File: src/rtl/supervisor_cfg.svh
// Constants for the supervisor fault configuration and log block
`ifndef SUPERVISOR_CFG_SVH
`define SUPERVISOR_CFG_SVH
`define CMD_CFG_FIRST 8'h0a
`define CMD_CFG_LAST 8'h0f
`define CMD_HISTORY 8'h11
`define CMD_PADS 8'h1a
`define CMD_CLEAR 8'h1b
`define CMD_STORE 8'h1c
`define CMD_RESTORE 8'h1d
`define CMD_BACKUP 8'h1e
`define CFG_HOLD 12
`define CFG_HI_OUT 11
`define CFG_LO_OUT 10
`define CFG_SCALE_HI 9
`define CFG_SCALE_LO 8
`define CFG_HI_SENSE 7
`define CFG_LO_SENSE 6
`define CFG_HI_PIN3 5
`define CFG_LO_PIN3 2
`define CFG_USED_MASK 16'h1fff
`define HIST_USED_MASK 16'h1ffe
`define PADS_USED_MASK 16'h07ff
`define CFG_RESET_A 16'h0c89
`define CFG_RESET_B 16'h0d89
`define CLK_HZ 50000000
`define CLEAR_TIME_MS 10
`define CLEAR_CYCLES (`CLEAR_TIME_MS * (`CLK_HZ / 1000))
`define LOAD_TIME_US 200
`define LOAD_CYCLES (`LOAD_TIME_US * (`CLK_HZ / 1000000))
`endif

File: src/rtl/supervisor_pkg.sv
// Types for the supervisor fault configuration and log block
package supervisor_pkg;
  typedef enum logic [1:0] {ST_LOAD, ST_RUN, ST_CLEAR} phase_t;
  typedef struct packed {
    logic req;
    logic wr;
    logic [7:0] cmd;
    logic [15:0] wdata;
  } cmd_req_t;
  typedef struct packed {
    logic ack;
    logic busy;
    logic [15:0] rdata;
  } cmd_rsp_t;
endpackage : supervisor_pkg

File: src/rtl/supervisor_fault_config_log.sv
// Channel configuration, fault history, pad readback and EEPROM backup
//
// Functional notes
// - Hold bit chooses follow (0) or latched (1) channel fault output.
// - High or low fault reaches channel output only when its map bit set.
// - Scale field: 00 medium, 01 low, 10 or 11 precision.
// - Sense bit 0 means below threshold faults, 1 means above.
// - Three bits route the high fault to general pins 3, 2, 1.
// - Three bits route the low fault to general pins 3, 2, 1.
// - History command read returns faults since power-up or last clear.
// - History bits set automatically on fault and stay until cleared.
// - History: channel n high at 2n, low at 2n-1, rest zero.
// - Clear command zeroes every history bit except those of faults still present.
// - Manual reset input clears history when its option bit is set.
// - Clearing history leaves live comparator status untouched.
// - During clear processing no other bus request is acknowledged.
// - Pad command read returns present sampled pin levels.
// - Pads: 10 input2, 9 input1, 8..6 io pins, 5..0 channel outputs.
// - Store copies configuration to EEPROM; restore and power-up reload.
// - First fault writes history copy into backup location.
// - Further backup writes blocked until a clear re-arms them.
// - Channel configuration words at commands 0x0a to 0x0f.
// - Latched alert released by alert address ack, history read, clear.
// - At power-up EEPROM contents load into working memory.
`timescale 1ns/1ps
`include "supervisor_cfg.svh"
module supervisor_fault_config_log #(
  parameter int unsigned CLEAR_CYCLES = `CLEAR_CYCLES,
  parameter int unsigned LOAD_CYCLES = `LOAD_CYCLES
) (
  // Clock and reset
  input wire logic clk,
  input wire logic rst_n,
  // Command port from the serial front end
  input supervisor_pkg::cmd_req_t cmd_req,
  input wire logic alert_ack,
  output supervisor_pkg::cmd_rsp_t cmd_rsp,
  // Raw comparator levels, high at input above threshold
  input wire logic [5:0] above_hi,
  input wire logic [5:0] above_lo,
  // General inputs and pins
  input wire logic [1:0] general_input_pin,
  input wire logic [1:0] manual_reset_input_en,
  input wire logic [1:0] manual_reset_wipes_log,
  input wire logic [2:0] general_io_pin,
  input wire logic [5:0] chan_fault_pad,
  // Outputs
  output logic [5:0] chan_fault_out,
  output logic [2:0] pin_fault_route,
  output logic alert_latched,
  output logic [11:0] chan_scale_select,
  output logic [5:0] upper_comparator,
  output logic [5:0] lower_comparator
);
  import supervisor_pkg::*;

  // ****************************************************************
  // State
  // ****************************************************************
  typedef struct packed {
    phase_t phase;
    logic [22:0] cnt;
    logic [5:0][15:0] cfg;
    logic [5:0][15:0] nv_cfg;
    logic [15:0] hist;
    logic [15:0] backup;
    logic [15:0] nv_backup;
    logic backup_done;
    logic [5:0] hold;
    logic alert;
    logic [5:0] chan_out;
    logic [2:0] pin_out;
    logic [5:0] up;
    logic [5:0] lo;
    logic [11:0] scale;
    cmd_rsp_t rsp;
    logic [12:0] s1;
    logic [12:0] s2;
    logic [5:0] hs1;
    logic [5:0] hs2;
    logic [5:0] ls1;
    logic [5:0] ls2;
  } state_t;

  state_t q, d;
  logic [5:0] f_hi, f_lo, map_act;
  logic [2:0] route;
  logic [15:0] hist_now, pads, rd;
  logic mr_clear, ev_fault;
  logic [2:0] cidx;

  // ****************************************************************
  // Per-channel fault logic
  // ****************************************************************
  genvar gi;
  generate
    for (gi = 0; gi < 6; gi++) begin : g_ch
      // Sense selects over- or undervoltage meaning
      assign f_hi[gi] = q.cfg[gi][`CFG_HI_SENSE] ? q.hs2[gi]
                                                 : ~q.hs2[gi];
      assign f_lo[gi] = q.cfg[gi][`CFG_LO_SENSE] ? q.ls2[gi]
                                                 : ~q.ls2[gi];
      assign map_act[gi] = (f_hi[gi] & q.cfg[gi][`CFG_HI_OUT]) |
                           (f_lo[gi] & q.cfg[gi][`CFG_LO_OUT]);
    end
  endgenerate

  always_comb begin
    route = 3'h0;
    for (int i = 0; i < 6; i++) begin
      route = route |
        (q.cfg[i][`CFG_HI_PIN3 -: 3] & {3{f_hi[i]}}) |
        (q.cfg[i][`CFG_LO_PIN3 -: 3] & {3{f_lo[i]}});
    end
  end

  always_comb begin
    hist_now = 16'h0000;
    for (int i = 0; i < 6; i++) begin
      hist_now[2 * i + 2] = f_hi[i];
      hist_now[2 * i + 1] = f_lo[i];
    end
  end

  // Manual reset is active low and sampled through two flops first
  assign mr_clear = |(manual_reset_input_en & manual_reset_wipes_log &
                      ~q.s2[12:11]);
  assign pads = {5'h00, q.s2[10:0]} & `PADS_USED_MASK;
  assign ev_fault = |hist_now;
  assign cidx = 3'(cmd_req.cmd - `CMD_CFG_FIRST);

  always_comb begin
    case (cmd_req.cmd)
      `CMD_HISTORY: rd = q.hist & `HIST_USED_MASK;
      `CMD_PADS: rd = pads;
      `CMD_BACKUP: rd = q.backup;
      default: begin
        if (cmd_req.cmd >= `CMD_CFG_FIRST && cmd_req.cmd <= `CMD_CFG_LAST)
          rd = q.cfg[cidx] & `CFG_USED_MASK;
        else
          rd = 16'h0000;
      end
    endcase
  end

  // ****************************************************************
  // Next state
  // ****************************************************************
  always_comb begin
    d = q;
    d.s1 = {general_input_pin, general_input_pin, general_io_pin,
            chan_fault_pad};
    d.s2 = q.s1;
    // Comparators switch with no regard to clk, so two flops first
    d.hs1 = above_hi;
    d.hs2 = q.hs1;
    d.ls1 = above_lo;
    d.ls2 = q.ls1;
    d.rsp.ack = 1'b0;
    d.rsp.busy = (q.phase != ST_RUN);
    case (q.phase)
      ST_LOAD: begin
        d.cnt = q.cnt + 23'h1;
        if (q.cnt >= 23'(LOAD_CYCLES - 1)) begin
          d.cfg = q.nv_cfg;
          d.backup = q.nv_backup;
          d.phase = ST_RUN;
          d.cnt = 23'h0;
        end
      end
      ST_RUN: begin
        // Set wins: new faults OR in on every run cycle, clear only removes old bits
        d.hist = q.hist | (hist_now & `HIST_USED_MASK);
        if (ev_fault && !q.backup_done) begin
          d.nv_backup = d.hist;
          d.backup_done = 1'b1;
        end
        if (cmd_req.req) begin
          d.rsp.ack = 1'b1;
          d.rsp.rdata = rd;
          if (cmd_req.wr) begin
            if (cmd_req.cmd >= `CMD_CFG_FIRST &&
                cmd_req.cmd <= `CMD_CFG_LAST)
              d.cfg[cidx] = cmd_req.wdata & `CFG_USED_MASK;
            case (cmd_req.cmd)
              `CMD_CLEAR: begin
                d.phase = ST_CLEAR;
                d.cnt = 23'h0;
              end
              `CMD_STORE: begin
                d.nv_cfg = q.cfg;
                // A re-armed snapshot is overwritten, which erases it
                if (!q.backup_done)
                  d.nv_backup = q.hist & `HIST_USED_MASK;
              end
              `CMD_RESTORE: begin
                d.cfg = q.nv_cfg;
                d.backup = q.nv_backup;
              end
              default: ;
            endcase
          end else if (cmd_req.cmd == `CMD_HISTORY) begin
            d.alert = 1'b0;
          end
        end
        if (mr_clear) begin
          d.hist = hist_now & `HIST_USED_MASK;
          d.backup_done = 1'b0;
          d.hold = 6'h00;
        end
      end
      ST_CLEAR: begin
        d.rsp.busy = 1'b1;
        d.cnt = q.cnt + 23'h1;
        if (q.cnt >= 23'(CLEAR_CYCLES - 1)) begin
          // Present faults re-log at once so no fault still active at the end is dropped
          d.hist = hist_now & `HIST_USED_MASK;
          d.backup_done = 1'b0;
          d.hold = 6'h00;
          d.alert = 1'b0;
          d.phase = ST_RUN;
          d.cnt = 23'h0;
        end
      end
      default: d.phase = ST_LOAD;
    endcase
    for (int i = 0; i < 6; i++) begin
      if (map_act[i])
        d.hold[i] = 1'b1;
      d.chan_out[i] = q.cfg[i][`CFG_HOLD] ? (q.hold[i] | map_act[i])
                                          : map_act[i];
      d.scale[2 * i +: 2] = q.cfg[i][`CFG_SCALE_HI:`CFG_SCALE_LO];
    end
    if (alert_ack)
      d.alert = 1'b0;
    if (ev_fault && q.phase == ST_RUN)
      d.alert = 1'b1;
    d.pin_out = route;
    d.up = f_hi;
    d.lo = f_lo;
  end

  // ****************************************************************
  // Registers
  // ****************************************************************
  always_ff @(posedge clk) begin
    if (!rst_n) begin
      q <= '0;
      q.phase <= ST_LOAD;
      q.rsp.busy <= 1'b1;
      for (int i = 0; i < 6; i++) begin
        q.nv_cfg[i] <= (i < 3) ? `CFG_RESET_A : `CFG_RESET_B;
      end
    end else begin
      q <= d;
    end
  end

  assign cmd_rsp = q.rsp;
  assign chan_fault_out = q.chan_out;
  assign pin_fault_route = q.pin_out;
  assign alert_latched = q.alert;
  assign chan_scale_select = q.scale;
  assign upper_comparator = q.up;
  assign lower_comparator = q.lo;

  // ****************************************************************
  // Checks
  // ****************************************************************
  a_no_ack_clear: assert property (@(posedge clk) disable iff (!rst_n)
    q.phase == ST_CLEAR |-> ##1 !cmd_rsp.ack)
    else $error("ack during clear");
  a_hist_sticky: assert property (@(posedge clk) disable iff (!rst_n)
    q.phase == ST_RUN && d.phase == ST_RUN && !mr_clear
    |=> (q.hist & $past(q.hist)) == $past(q.hist))
    else $error("history bit lost");
  a_hist_resv: assert property (@(posedge clk) disable iff (!rst_n)
    (q.hist & ~`HIST_USED_MASK) == 16'h0000)
    else $error("reserved history bit set");
  a_clear_done: assert property (@(posedge clk) disable iff (!rst_n)
    q.phase == ST_CLEAR && d.phase == ST_RUN
    |=> q.hist == ($past(hist_now) & `HIST_USED_MASK))
    else $error("clear left stale bits");
  a_cfg_resv: assert property (@(posedge clk) disable iff (!rst_n)
    (q.cfg[0] & ~`CFG_USED_MASK) == 16'h0000)
    else $error("reserved config bit set");
  a_chan_follow: assert property (@(posedge clk) disable iff (!rst_n)
    !q.cfg[0][`CFG_HOLD] |=> chan_fault_out[0] == $past(map_act[0]))
    else $error("channel output mismatch");
  a_backup_once: assert property (@(posedge clk) disable iff (!rst_n)
    q.backup_done && q.phase == ST_RUN && !mr_clear
    |=> $stable(q.nv_backup))
    else $error("second backup write");
  a_pads_read: assert property (@(posedge clk) disable iff (!rst_n)
    q.phase == ST_RUN && cmd_req.req && !cmd_req.wr &&
    cmd_req.cmd == `CMD_PADS |=> cmd_rsp.rdata == $past(pads))
    else $error("pad readback wrong");
  a_busy_idle: assert property (@(posedge clk) disable iff (!rst_n)
    q.phase != ST_RUN |=> cmd_rsp.busy)
    else $error("busy low outside run");
  a_hist_read: assert property (@(posedge clk) disable iff (!rst_n)
    q.phase == ST_RUN && cmd_req.req && !cmd_req.wr &&
    cmd_req.cmd == `CMD_HISTORY
    |=> cmd_rsp.rdata == ($past(q.hist) & `HIST_USED_MASK))
    else $error("history readback wrong");
  a_nv_store: assert property (@(posedge clk) disable iff (!rst_n)
    q.phase == ST_RUN && cmd_req.req && cmd_req.wr &&
    cmd_req.cmd == `CMD_STORE |=> q.nv_cfg == $past(q.cfg))
    else $error("store lost configuration");
  a_load_end: assert property (@(posedge clk) disable iff (!rst_n)
    q.phase == ST_LOAD && d.phase == ST_RUN
    |=> q.cfg == $past(q.nv_cfg))
    else $error("power-up load wrong");
  a_alert_ack: assert property (@(posedge clk) disable iff (!rst_n)
    alert_ack && !(ev_fault && q.phase == ST_RUN)
    |=> !alert_latched)
    else $error("alert kept after ack");
  a_hold_keep: assert property (@(posedge clk) disable iff (!rst_n)
    q.cfg[0][`CFG_HOLD] && q.hold[0] |=> chan_fault_out[0])
    else $error("held output dropped");
  a_mr_wipe: assert property (@(posedge clk) disable iff (!rst_n)
    q.phase == ST_RUN && d.phase == ST_RUN && mr_clear
    |=> q.hist == ($past(hist_now) & `HIST_USED_MASK))
    else $error("manual reset left history");
  // Every channel word, not only the first, keeps its reserved bits clear
  generate
    for (gi = 0; gi < 6; gi++) begin : g_chk
      a_cfg_word_resv: assert property (@(posedge clk) disable iff (!rst_n)
        (q.cfg[gi] & ~`CFG_USED_MASK) == 16'h0000)
        else $error("reserved channel bit set");
    end
  endgenerate
  c_hold: cover property (@(posedge clk)
    q.cfg[0][`CFG_HOLD] && q.hold[0] && !map_act[0]);
  c_clear: cover property (@(posedge clk) q.phase == ST_CLEAR);
  c_backup: cover property (@(posedge clk) $rose(q.backup_done));
  c_alert: cover property (@(posedge clk) $fell(alert_latched));
endmodule : supervisor_fault_config_log

File: config.mk
export PLATFORM = sky130hd
export DESIGN_NAME = supervisor_fault_config_log
export DESIGN_NICKNAME = d
export VERILOG_FILES = /design/src/rtl/supervisor_pkg.sv /design/src/rtl/supervisor_fault_config_log.sv
export VERILOG_INCLUDE_DIRS = /design/src /design/src/rtl
export SDC_FILE = /design/constraint.sdc
export NUM_CORES = 1
export LEC_CHECK = 0
export ABC_AREA = 1
export ABC_CLOCK_PERIOD_IN_PS = 1980
export BUFFER_PORTS_ARGS = -buffer_cell sky130_fd_sc_hd__buf_2
export CORE_MARGIN = 3
export CORE_UTILIZATION = 55
export CTS_BUF_LIST = sky130_fd_sc_hd__clkbuf_8 sky130_fd_sc_hd__clkbuf_16
export CTS_CLUSTER_DIAMETER = 120
export CTS_CLUSTER_SIZE = 30
export DETAILED_ROUTE_END_ITERATION = 12
export PLACE_DENSITY_LB_ADDON = 0.12
export RECOVER_POWER = 100
export SETUP_SLACK_MARGIN = 0.4
export SLEW_MARGIN = 25
export SYNTH_ARGS = -nofsm -noshare
export SYNTH_HDL_FRONTEND = slang
export SYNTH_SLANG_ARGS = --single-unit
File: constraint.sdc
create_clock -name clk -period 1.98 [get_ports clk]
set_input_delay 0.396 -clock clk [delete_from_list [all_inputs] [get_ports clk]]
set_output_delay 0.396 -clock clk [all_outputs]
set_load 0.02 [all_outputs]
==> impl_metrics.tcl, run 1 <==
set metrics [dict create \
    synth_area_mm2 0.01566 \
    power_leakage_nw 9.226 \
    synth_cell_types 49 \
    r2r-start "q[373]$_SDFFE_PN0P_" \
    drt-total-wl_um 53500 \
    synth_edf_count 0 \
    grt_pass1_wl_um 76290 \
    drt.antenna.violating_nets 0 \
    drc 0 \
    port_buffers 104 \
    track_usage_pct 31.27 \
    power.total_mw 16.97 \
    worstSetupStartpoint "q[373]$_SDFFE_PN0P_" \
    power.density_mw_per_mm2 895.4 \
    wl_met1_um 21710 \
    p_int_mw 10.88 \
    crit_top_cell "nand2_1" \
    syn_inst 2268 \
    seqPwrFrac_pct 45.7 \
    synth_warnings 0 \
    synthTopCellsByArea "dfxtp_1, nand2_1, nor2_1" \
    floorplan.io_pins 108 \
    dpl.cell_count 2720 \
    maxCapViolations 0 \
    cp_data_required_time_ps 2430 \
    finalCritPeriodShare_pct 97.54 \
    die_h_um 174.7 \
    num-nets-final 2488 \
    dp_slack_ps -116.6 \
    max_slew.worst_pin.slew_ps 990.3 \
    synth.net_count 2333 \
    synth_top_area_cell "dfxtp_1" \
    syn_area_per_cell_um2 6.903 \
    antenna_found_initial 0 \
    cp-endpoint "q[318]$_SDFFE_PN0P_" \
    cpLargestDelayFamily "simple AND/OR/NAND/NOR gates" \
    crit_path_top_delay_cell "dfxtp_4" \
    cp-start-kind "register" \
    ys_seq_area_share_pct 42.20 \
    top_layer_used "met4" \
    setup_viol 0 \
    drive_above_1_share_pct 18.46 \
    clock_sinks 330 \
    chipWidth_um 174.7 \
    drt_iter0_drc 1839 \
    hold_violations 0 \
    cts-root-buf "clkbuf_16" \
    fin_skew_ps 30.56 \
    die_area_mm2 0.03052 \
    met3_length_um 5645 \
    ir_drop_mv 0.8094 \
    fin_cells 2800 \
    grt_pass1_vias 13930 \
    rr_worst_depth 13 \
    grt_remaining_overflow 0 \
    fmax_mhz 517.8 \
    routedWlPerCell_um 19.11 \
    core_area_mm2 0.02793 \
    worst_path_largest_cell_delay_ps 370 \
    detailed_place_hpwl_um 33180 \
    path_cells "inv_4 -> ha_4 -> nand2_4 -> nor2_4 -> buf_6 -> nand2_2 -> nand2_8 -> buf_12 -> nand3_4 -> clkbuf_16 -> nand2_1 -> nand2_1 -> nor2_1" \
    crit_path_end_kind "register" \
    relSlewSlack_pct 33.98 \
    start_util_pct 56.04 \
    setup.worst_path.class "register to register" \
    synth_ff_type "dfxtp_1" \
    regToRegSetupSlack_ps 50 \
    crit_cells 13 \
    route.met2.wl_um 23780 \
    status "finished, final reports clean" \
    finalMaxSlewViolations 0 \
    cp_max_fo 6 \
    swShare_pct 35.90 \
    rows 61 \
    place.gp.congestion 0.9224 \
    async_reset_ff_share_pct 0 \
    setup_ws_ps 48.80 \
    grt_max_degree 109 \
    rsz0062_at_grt "true" \
    cts_buffers 14 \
    vias_per_cell 5.642 \
    area_growth_pct 21.08 \
    rr_endpoint "q[318]$_SDFFE_PN0P_" \
    pwr-share-clk_pct 20.5 \
    vias 15800 \
    cp.arrival_ps 2380 \
    ys_ff_latch 330 \
    clk_path_buf_depth 3 \
    hold_class "input port to register" \
    synth.top_cell.area_share_pct 42.20 \
    setup_tns_ps 0 \
    insertion_delay_ps 530 \
    cts_tree "built" \
    path_buf_inv 4 \
    path_clk_slew_ps 120 \
    p_comb_share_pct 33.7 \
    hold_buffers 0 \
    netSwitchingPower_mw 6.092 \
    firstDrtPassIters 6 \
    htreeDepth 1 \
    finalCriticalPeriod_ps 1931 \
    diodes 0 \
    hold_ws_ps 54.57 \
]
cell type report:
class,count,area [um^2]
fillers,2465,8980
multi-input cells,1502,7666
flip-flops and latches,330,6639
repair buffers,308,2774
inverters,267,1027
well taps,378,473.0
clock buffers,15,375.4
how the worst min path moves through the flow:
stage	cells past startpoint	slack, ps	from	to
after detailed placement	2	400	d[4]$_SDFF_PN0_	q[4]$_SDFF_PN0_
after CTS	3	50	chan_fault_pad[0]	d[24]$_SDFF_PN0_
after floorplan	2	390	d[24]$_SDFF_PN0_	pads[0]$_SDFF_PN0_
final	3	50	chan_fault_pad[0]	d[24]$_SDFF_PN0_
after global placement	2	390	d[35]$_SDFF_PN0_	q[35]$_SDFF_PN0_
after global routing	3	50	above_lo[0]	d[0]$_SDFF_PN0_
timing repair:
item,in CTS,in global routing
gates cloned,4,21
pin swaps,11,64
setup endpoints to repair,215,248
resized for setup,84,133
buffers inserted,21,19
endpoints found under the hold margin,0,0
power by group through the flow:
| stage | sequential (mW) | clock, mW | combinational (mW) |
|---|---|---|---|
| finish | 7.76 | 3.48 | 5.73 |
| global route | 7.83 | 3.74 | 6.12 |
| CTS | 7.73 | 3.52 | 4.96 |
| detailed placement | 7.88 | 0 | 4.62 |
| global placement | 7.86 | 0 | 4.53 |
| floorplan | 7.77 | 0 | 3.13 |
registers in the layout (all words and copies together) (netlist names):
| name | flops |
|---|---|
| d | 35 |
| q | 233 |
| pads | 10 |
| pin_fault_route | 3 |
| upper_comparator | 6 |
| cmd_rsp | 18 |
| chan_fault_out | 6 |
| chan_scale_select | 12 |
| lower_comparator | 6 |
| alert_latched | 1 |
cells in the mapped netlist, types with 10 or more instances:
master,count
a211oi_1,45
a21oi_1,55
buf_2,32
buf_4,61
buf_6,10
clkbuf_1,61
dfxtp_1,330
inv_1,255
nand2_1,680
nand3_1,110
nand4_1,66
nor2_1,308
nor3_1,13
o211ai_1,34
o21ai_0,41
o221ai_1,13
o22ai_1,49
o31ai_1,11
cells by family (layout without fill, tap and decap cells):
| logic type | after synthesis | in the layout | share of synthesized area [%] |
|---|---|---|---|
| flip-flops | 330 | 330 | 42.20 |
| buffers and inverters | 436 | 590 | 12.65 |
| adder cells (fa/ha/maj) | 9 | 9 | 0.7193 |
| AND/OR/NAND/NOR | 1215 | 1215 | 32.82 |
| AO/OA/AOI/OAI | 271 | 271 | 11.17 |
| XOR/XNOR | 7 | 7 | 0.4397 |
per-layer routing:
metal | vias up | global-route usage (%)
met4 | 0 | 9.375
met3 | 182 | 5.650
li1 | 7479 | -
met2 | 879 | 49.63
met5 | - | 0
met1 | 7258 | 43.70
placed cells by master (no fill, tap or decap), types with 16 or more instances in the layout:
cell type,netlist,routed
nand2_1,680,632
o211ai_1,34,34
nand4_1,66,66
nor2_1,308,280
a21oi_1,55,53
inv_1,255,241
buf_4,61,114
clkbuf_16,0,31
inv_2,9,16
buf_12,0,30
o21ai_0,41,35
nand2_2,5,35
nor2_2,5,22
nand3_1,110,99
buf_2,32,51
nor2_4,5,16
nand2_4,2,19
dfxtp_1,330,312
o22ai_1,49,49
buf_6,10,24
clkbuf_1,61,59
a211oi_1,45,43
tightest hold or removal path, delay by kind of cell:
family                 cells  cell delay (ps)
buffers and inverters      2              110
AND/OR/NAND/NOR            1               40
through the flow:
stage               instance area (um^2)  utilization [%]
floorplan                          15840                -
global placement                   17160            61.43
detailed placement                 17160            61.43
CTS                                18110            64.82
global route                       18950            67.85
finish                             18950            67.85
No activity file was read; power rests on OpenSTA's default activity.
==> run 2: changes to the inputs <==
ABC_CLOCK_PERIOD_IN_PS = 1600   (was 1980)
CTS_CLUSTER_DIAMETER = 200   (was 120)
RECOVER_POWER = default   (was 100)
clock period = 1.6 ns   (was 1.98 ns; I/O delays follow)
==> run 2 against run 1 <==
Count of clock-buffer cells in the layout is the same. Largest power group unchanged. The flow now finishes with violations (negative setup slack). First-iteration DRC count grew 4.6%. Clock power grew 24%. Sequential cell count is the same. Clock skew shrank 9.5 ps.
==> impl_metrics.tcl, run 2 (synthesized netlist as in run 1, its figures left out) <==
set metrics [dict create \
    status "finished with violations" \
    violations "negative setup slack" \
    finalMaxSlewViolations 0 \
    cp-start-kind "register" \
    final_util_pct 75.81 \
    hold_ws_ps 5.923 \
    drt-total-wl_um 57040 \
    power_leakage_nw 10.28 \
    antenna_found_initial 3 \
    crit_top_cell "nand2_1" \
    start_util_pct 56.04 \
    die_area_mm2 0.03052 \
    chipWidth_um 174.7 \
    grt_pass1_vias 14850 \
    relSlewSlack_pct 69.58 \
    firstDrtPassIters 6 \
    maxCapViolations 0 \
    crit_path_top_delay_cell "dfxtp_2" \
    grt_max_degree 67 \
    final_cell_mix "nand2_1, dfxtp_1, nor2_1" \
    clk_path_buf_depth 3 \
    cts_buffers 14 \
    setup.worst_path.class "register to register" \
    rsz0062_at_grt "true" \
    drive_above_1_share_pct 30.89 \
    crit_path_end_kind "register" \
    largest_reg_flops 233 \
    htreeDepth 1 \
    cp_max_fo 11 \
    grt_remaining_overflow 0 \
    hold_class "input port to register" \
    worst_path_largest_cell_delay_ps 370 \
    vias 16730 \
    finalCriticalPeriod_ps 2022 \
    fin_skew_ps 21.07 \
    setup_tns_ps -44230 \
    hold_violations 0 \
    max_slew.worst_pin.slew_ps 456.3 \
    insertion_delay_ps 520 \
    cp_data_required_time_ps 2030 \
    fmax_mhz 494.6 \
    rows 61 \
    routedWlPerCell_um 19.53 \
    layout_commonest_cell "nand2_1" \
    grt_pass1_wl_um 80400 \
    area_growth_pct 35.28 \
    setup_viol 200 \
    track_usage_pct 32.76 \
    drt_iter0_drc 1924 \
    die_h_um 174.7 \
    num-nets-final 2607 \
    dpl-instance-area_mm2 0.01806 \
    power.total_mw 21.46 \
    drt.antenna.violating_nets 0 \
    floorplan.io_pins 108 \
    path_clk_slew_ps 120 \
    cts-root-buf "clkbuf_16" \
    detailed_place_hpwl_um 34680 \
    regMostFlops "q" \
    core_area_mm2 0.02793 \
    place.gp.congestion 0.9453 \
    clock_sinks 330 \
    path_cells "inv_2 -> nand2_1 -> nor2_1 -> nand2_1 -> nand2_2 -> nand3_4 -> nand2_4 -> o21ai_4 -> buf_12 -> buf_12 -> buf_16 -> nand2_1 -> nand2_1 -> nor2_1 -> nor2_1" \
    cp.arrival_ps 2450 \
    finalCritPeriodShare_pct 126.4 \
    power.density_mw_per_mm2 1013 \
    setup_ws_ps -421.8 \
    ir_drop_mv 1.044 \
    cts_tree "built" \
    vias_per_cell 5.726 \
    port_buffers 104 \
    fin_area_mm2 0.02118 \
    drc 0 \
]
## run 2: final timing paths
kind | start | endpoint | slack (ps) | cells past startpoint
worst max register to register | q[353]$_SDFFE_PN0P_ | q[254]$_SDFFE_PN0P_ | -420 | 15
worst min-delay path | above_lo[5] | d[5]$_SDFF_PN0_ | 6 | 3
worst max-delay path | q[353]$_SDFFE_PN0P_ | q[254]$_SDFFE_PN0P_ | -420 | 15
worst min register to register | d[15]$_SDFF_PN0_ | q[15]$_SDFF_PN0_ | 410 | 2
## run 2: what timing repair did
item	4_1_cts	5_1_grt
hold buffers	22	0
resized for setup	100	303
hold endpoints to repair	22	0
endpoints found under the setup margin	313	312
buffers inserted	18	42
cloned	4	22
pin swaps	39	105
## run 2: report_power, final
part | leakage, nW | total [mW] | internal (mW) | switching, mW
Sequential | 2.69 | 9.64 | 9.11 | 0.529
Clock | 0.185 | 4.33 | 1.70 | 2.63
Combinational | 7.40 | 7.49 | 2.89 | 4.61
## run 2: critical path, delay by kind of cell (launching register included)
kind | cells | cell delay [ps]
simple gates | 10 | 950
compound gates | 1 | 60
buf+inv | 4 | 550
flops | 1 | 370
## run 2: area by class of cell
type	instances	area, um^2
inverter	267	1040
multi-input combinational	1503	8484
antenna	2	5.005
sequential	330	6649
tap	378	473.0
fill	2112	6756
clock buffer	15	375.4
timing repair buffer	426	4151
## run 2: per-stage QoR
step,cells,setup slack [ps]
after global placement,2796,-291.4
after CTS,2855,-252.1
after detailed placement,2796,-340.1
final,2921,-421.8
after floorplan,2268,-71.93
after global routing,2921,-462.7
## run 2: per-layer routing
metal / track usage (%) / routed length (um) / vias to the layer above / share of wire (%)
li1: - / - / 7724 / -
met1: 44.35 / 22320 / 7824 / 39
met2: 51.82 / 25320 / 919 / 44
met3: 5.128 / 5976 / 258 / 10
met4: 14.79 / 3405 / 2 / 6.0
met5: 0 / 11 / - / 0.019
==> run 3: changes to the inputs <==
CAP_MARGIN = 20   (was default)
REMOVE_ABC_BUFFERS = 1   (was default)
==> run 3 against run 2 <==
Count of clock-buffer cells in the layout unchanged. Register-to-register slack better by 40 ps. The run still ends with negative setup slack left. Clock skew grew 2.9 ps. Largest cell class unchanged. Highest routed layer is now met4. Combinational power down 4.0%. Total power fell by 1.2%.
==> impl_metrics.tcl, run 3 (synthesized netlist as in run 1, its figures left out) <==
set metrics [dict create \
    status "finished with violations" \
    violations "negative setup slack" \
    clk_path_buf_depth 3 \
    cp_max_fo 6 \
    fmax_mhz 504.3 \
    grt_pass1_wl_um 76890 \
    rsz0062_at_grt "true" \
    path_clk_slew_ps 120 \
    max_slew.worst_pin.slew_ps 533.6 \
    hold_class "input port to register" \
    largest_reg_flops 233 \
    maxCapViolations 0 \
    vias 16900 \
    cts_buffers 14 \
    cp_data_required_time_ps 2020 \
    path_buf_inv 4 \
    setup_viol 203 \
    floorplan.io_pins 108 \
    dpl-instance-area_mm2 0.01777 \
    port_buffers 104 \
    rr_endpoint "q[308]$_SDFFE_PN0P_" \
    crit_path_end_kind "register" \
    finalMaxSlewViolations 0 \
    detailed_place_hpwl_um 31440 \
    n_fill_cell 2013 \
    insertion_delay_ps 530 \
    worst_path_largest_cell_delay_ps 360 \
    dp_slack_ps -381.7 \
    min_to "alert_latched$_SDFFE_PN0P_" \
    grt_pass1_vias 14570 \
    fin_area_mm2 0.02112 \
    diodes 0 \
    regMostFlops "q" \
    drc 0 \
    cts-root-buf "clkbuf_16" \
    start_util_pct 56.04 \
    cpLargestDelayFamily "simple AND/OR/NAND/NOR gates" \
    ir_drop_mv 1.004 \
    layout.area.seq_mm2 0.006668 \
    drt.antenna.violating_nets 0 \
    layout_commonest_cell "nand2_1" \
    setup.worst_path.class "register to register" \
    finalCriticalPeriod_ps 1983 \
    path_cells "inv_2 -> nand2_1 -> nor2_1 -> nand2_1 -> nand2_2 -> nand3_4 -> nand2_4 -> o21ai_4 -> buf_12 -> buf_16 -> buf_6 -> nand2_2 -> nand2_2 -> nor2_2 -> nor2_1" \
    cp-start-kind "register" \
    die_area_mm2 0.03052 \
    cts_tree "built" \
    rows 61 \
    hp-start "alert_ack" \
    relSlewSlack_pct 64.43 \
    holdPathStages 4 \
    fin_skew_ps 23.94 \
    power.total_mw 21.21 \
    crit_top_cell "nand2_2" \
    power.density_mw_per_mm2 1005 \
    final_cell_mix "nand2_1, dfxtp_1, nor2_1" \
    die_h_um 174.7 \
    area_growth_pct 34.88 \
    chipWidth_um 174.7 \
    drive_above_1_share_pct 30.13 \
    drt_iter0_drc 2209 \
    firstDrtPassIters 8 \
    rr_worst_depth 15 \
    grt_remaining_overflow 0 \
    clock_sinks 330 \
    r2r-start "q[353]$_SDFFE_PN0P_" \
    cp.arrival_ps 2400 \
    grt_max_degree 99 \
    multi_input_area_mm2 0.008195 \
    hold_violations 0 \
    num-nets-final 2625 \
    track_usage_pct 31.00 \
    routedWlPerCell_um 19.44 \
    power_leakage_nw 10.21 \
    antenna_found_initial 0 \
    core_area_mm2 0.02793 \
    place.gp.congestion 0.9070 \
    vias_per_cell 5.756 \
    setup_ws_ps -382.8 \
    htreeDepth 1 \
    finalCritPeriodShare_pct 123.9 \
    drt-total-wl_um 57110 \
    regToRegSetupSlack_ps -380 \
    crit_cells 15 \
    crit_path_top_delay_cell "dfxtp_2" \
    setup_tns_ps -42370 \
]
## run 3: layout make-up
type | count | area share, %
Clock buffer | 15 | 1.778
Timing Repair Buffer | 445 | 20.69
Sequential cell | 330 | 31.58
Multi-Input combinational cell | 1502 | 38.81
Inverter | 267 | 4.900
Tap cell | 378 | 2.240
## run 3: worst reg2reg max path, cell delays in order (launching register included)
cell	delay, ps
dfxtp_2	360
inv_2	100
nand2_1	70
nor2_1	150
nand2_1	90
nand2_2	130
nand3_4	110
nand2_4	90
o21ai_4	90
buf_12	140
buf_16	140
buf_6	120
nand2_2	50
nand2_2	60
nor2_2	110
nor2_1	60
## run 3: metrics by stage
stage,std cells,util (%),hold slack [ps]
after floorplan,2099,-,390.0
after global placement,2797,63.61,392.9
after detailed placement,2797,63.61,396.1
after CTS,2862,67.81,131.8
after global routing,2937,75.59,176.2
final,2937,75.59,158.8
## run 3: how the worst max path moves through the flow
stage | startpoint | endpoint | slack (ps)
CTS | q[373]$_SDFFE_PN0P_ | q[128]$_SDFFE_PN0P_ | -220
floorplan | q[373]$_SDFFE_PN0P_ | d[68]$_SDFFE_PN0P_ | -2130
global placement | cmd_req[23] | cmd_rsp[10]$_SDFFE_PN0P_ | -280
global route | q[358]$_SDFFE_PN0P_ | q[336]$_SDFFE_PN0P_ | -470
detailed placement | q[350]$_SDFFE_PN0P_ | q[359]$_SDFFE_PN0P_ | -380
finish | q[353]$_SDFFE_PN0P_ | q[308]$_SDFFE_PN0P_ | -380
## run 3: where the power goes
part	switching, mW	internal, mW	total [mW]
Clock	2.69	1.70	4.39
Sequential	0.512	9.11	9.62
Combinational	4.34	2.86	7.19
Total	7.54	13.7	21.2
## run 3: what timing repair did
item,CTS,global route
pin swaps,25,92
hold endpoints to repair,23,0
setup buffers,25,51
endpoints found under the setup margin,312,312
hold buffers,23,0
resized for setup,87,378
cloned,2,24
## run 3: routing by layer
metal / vias up / track usage (%) / part of all wire (%)
li1: 7748 / - / -
met1: 7896 / 41.88 / 39
met2: 1016 / 51.12 / 45
met3: 244 / 4.237 / 10
met4: 0 / 10.90 / 5.4
met5: - / 0 / 0
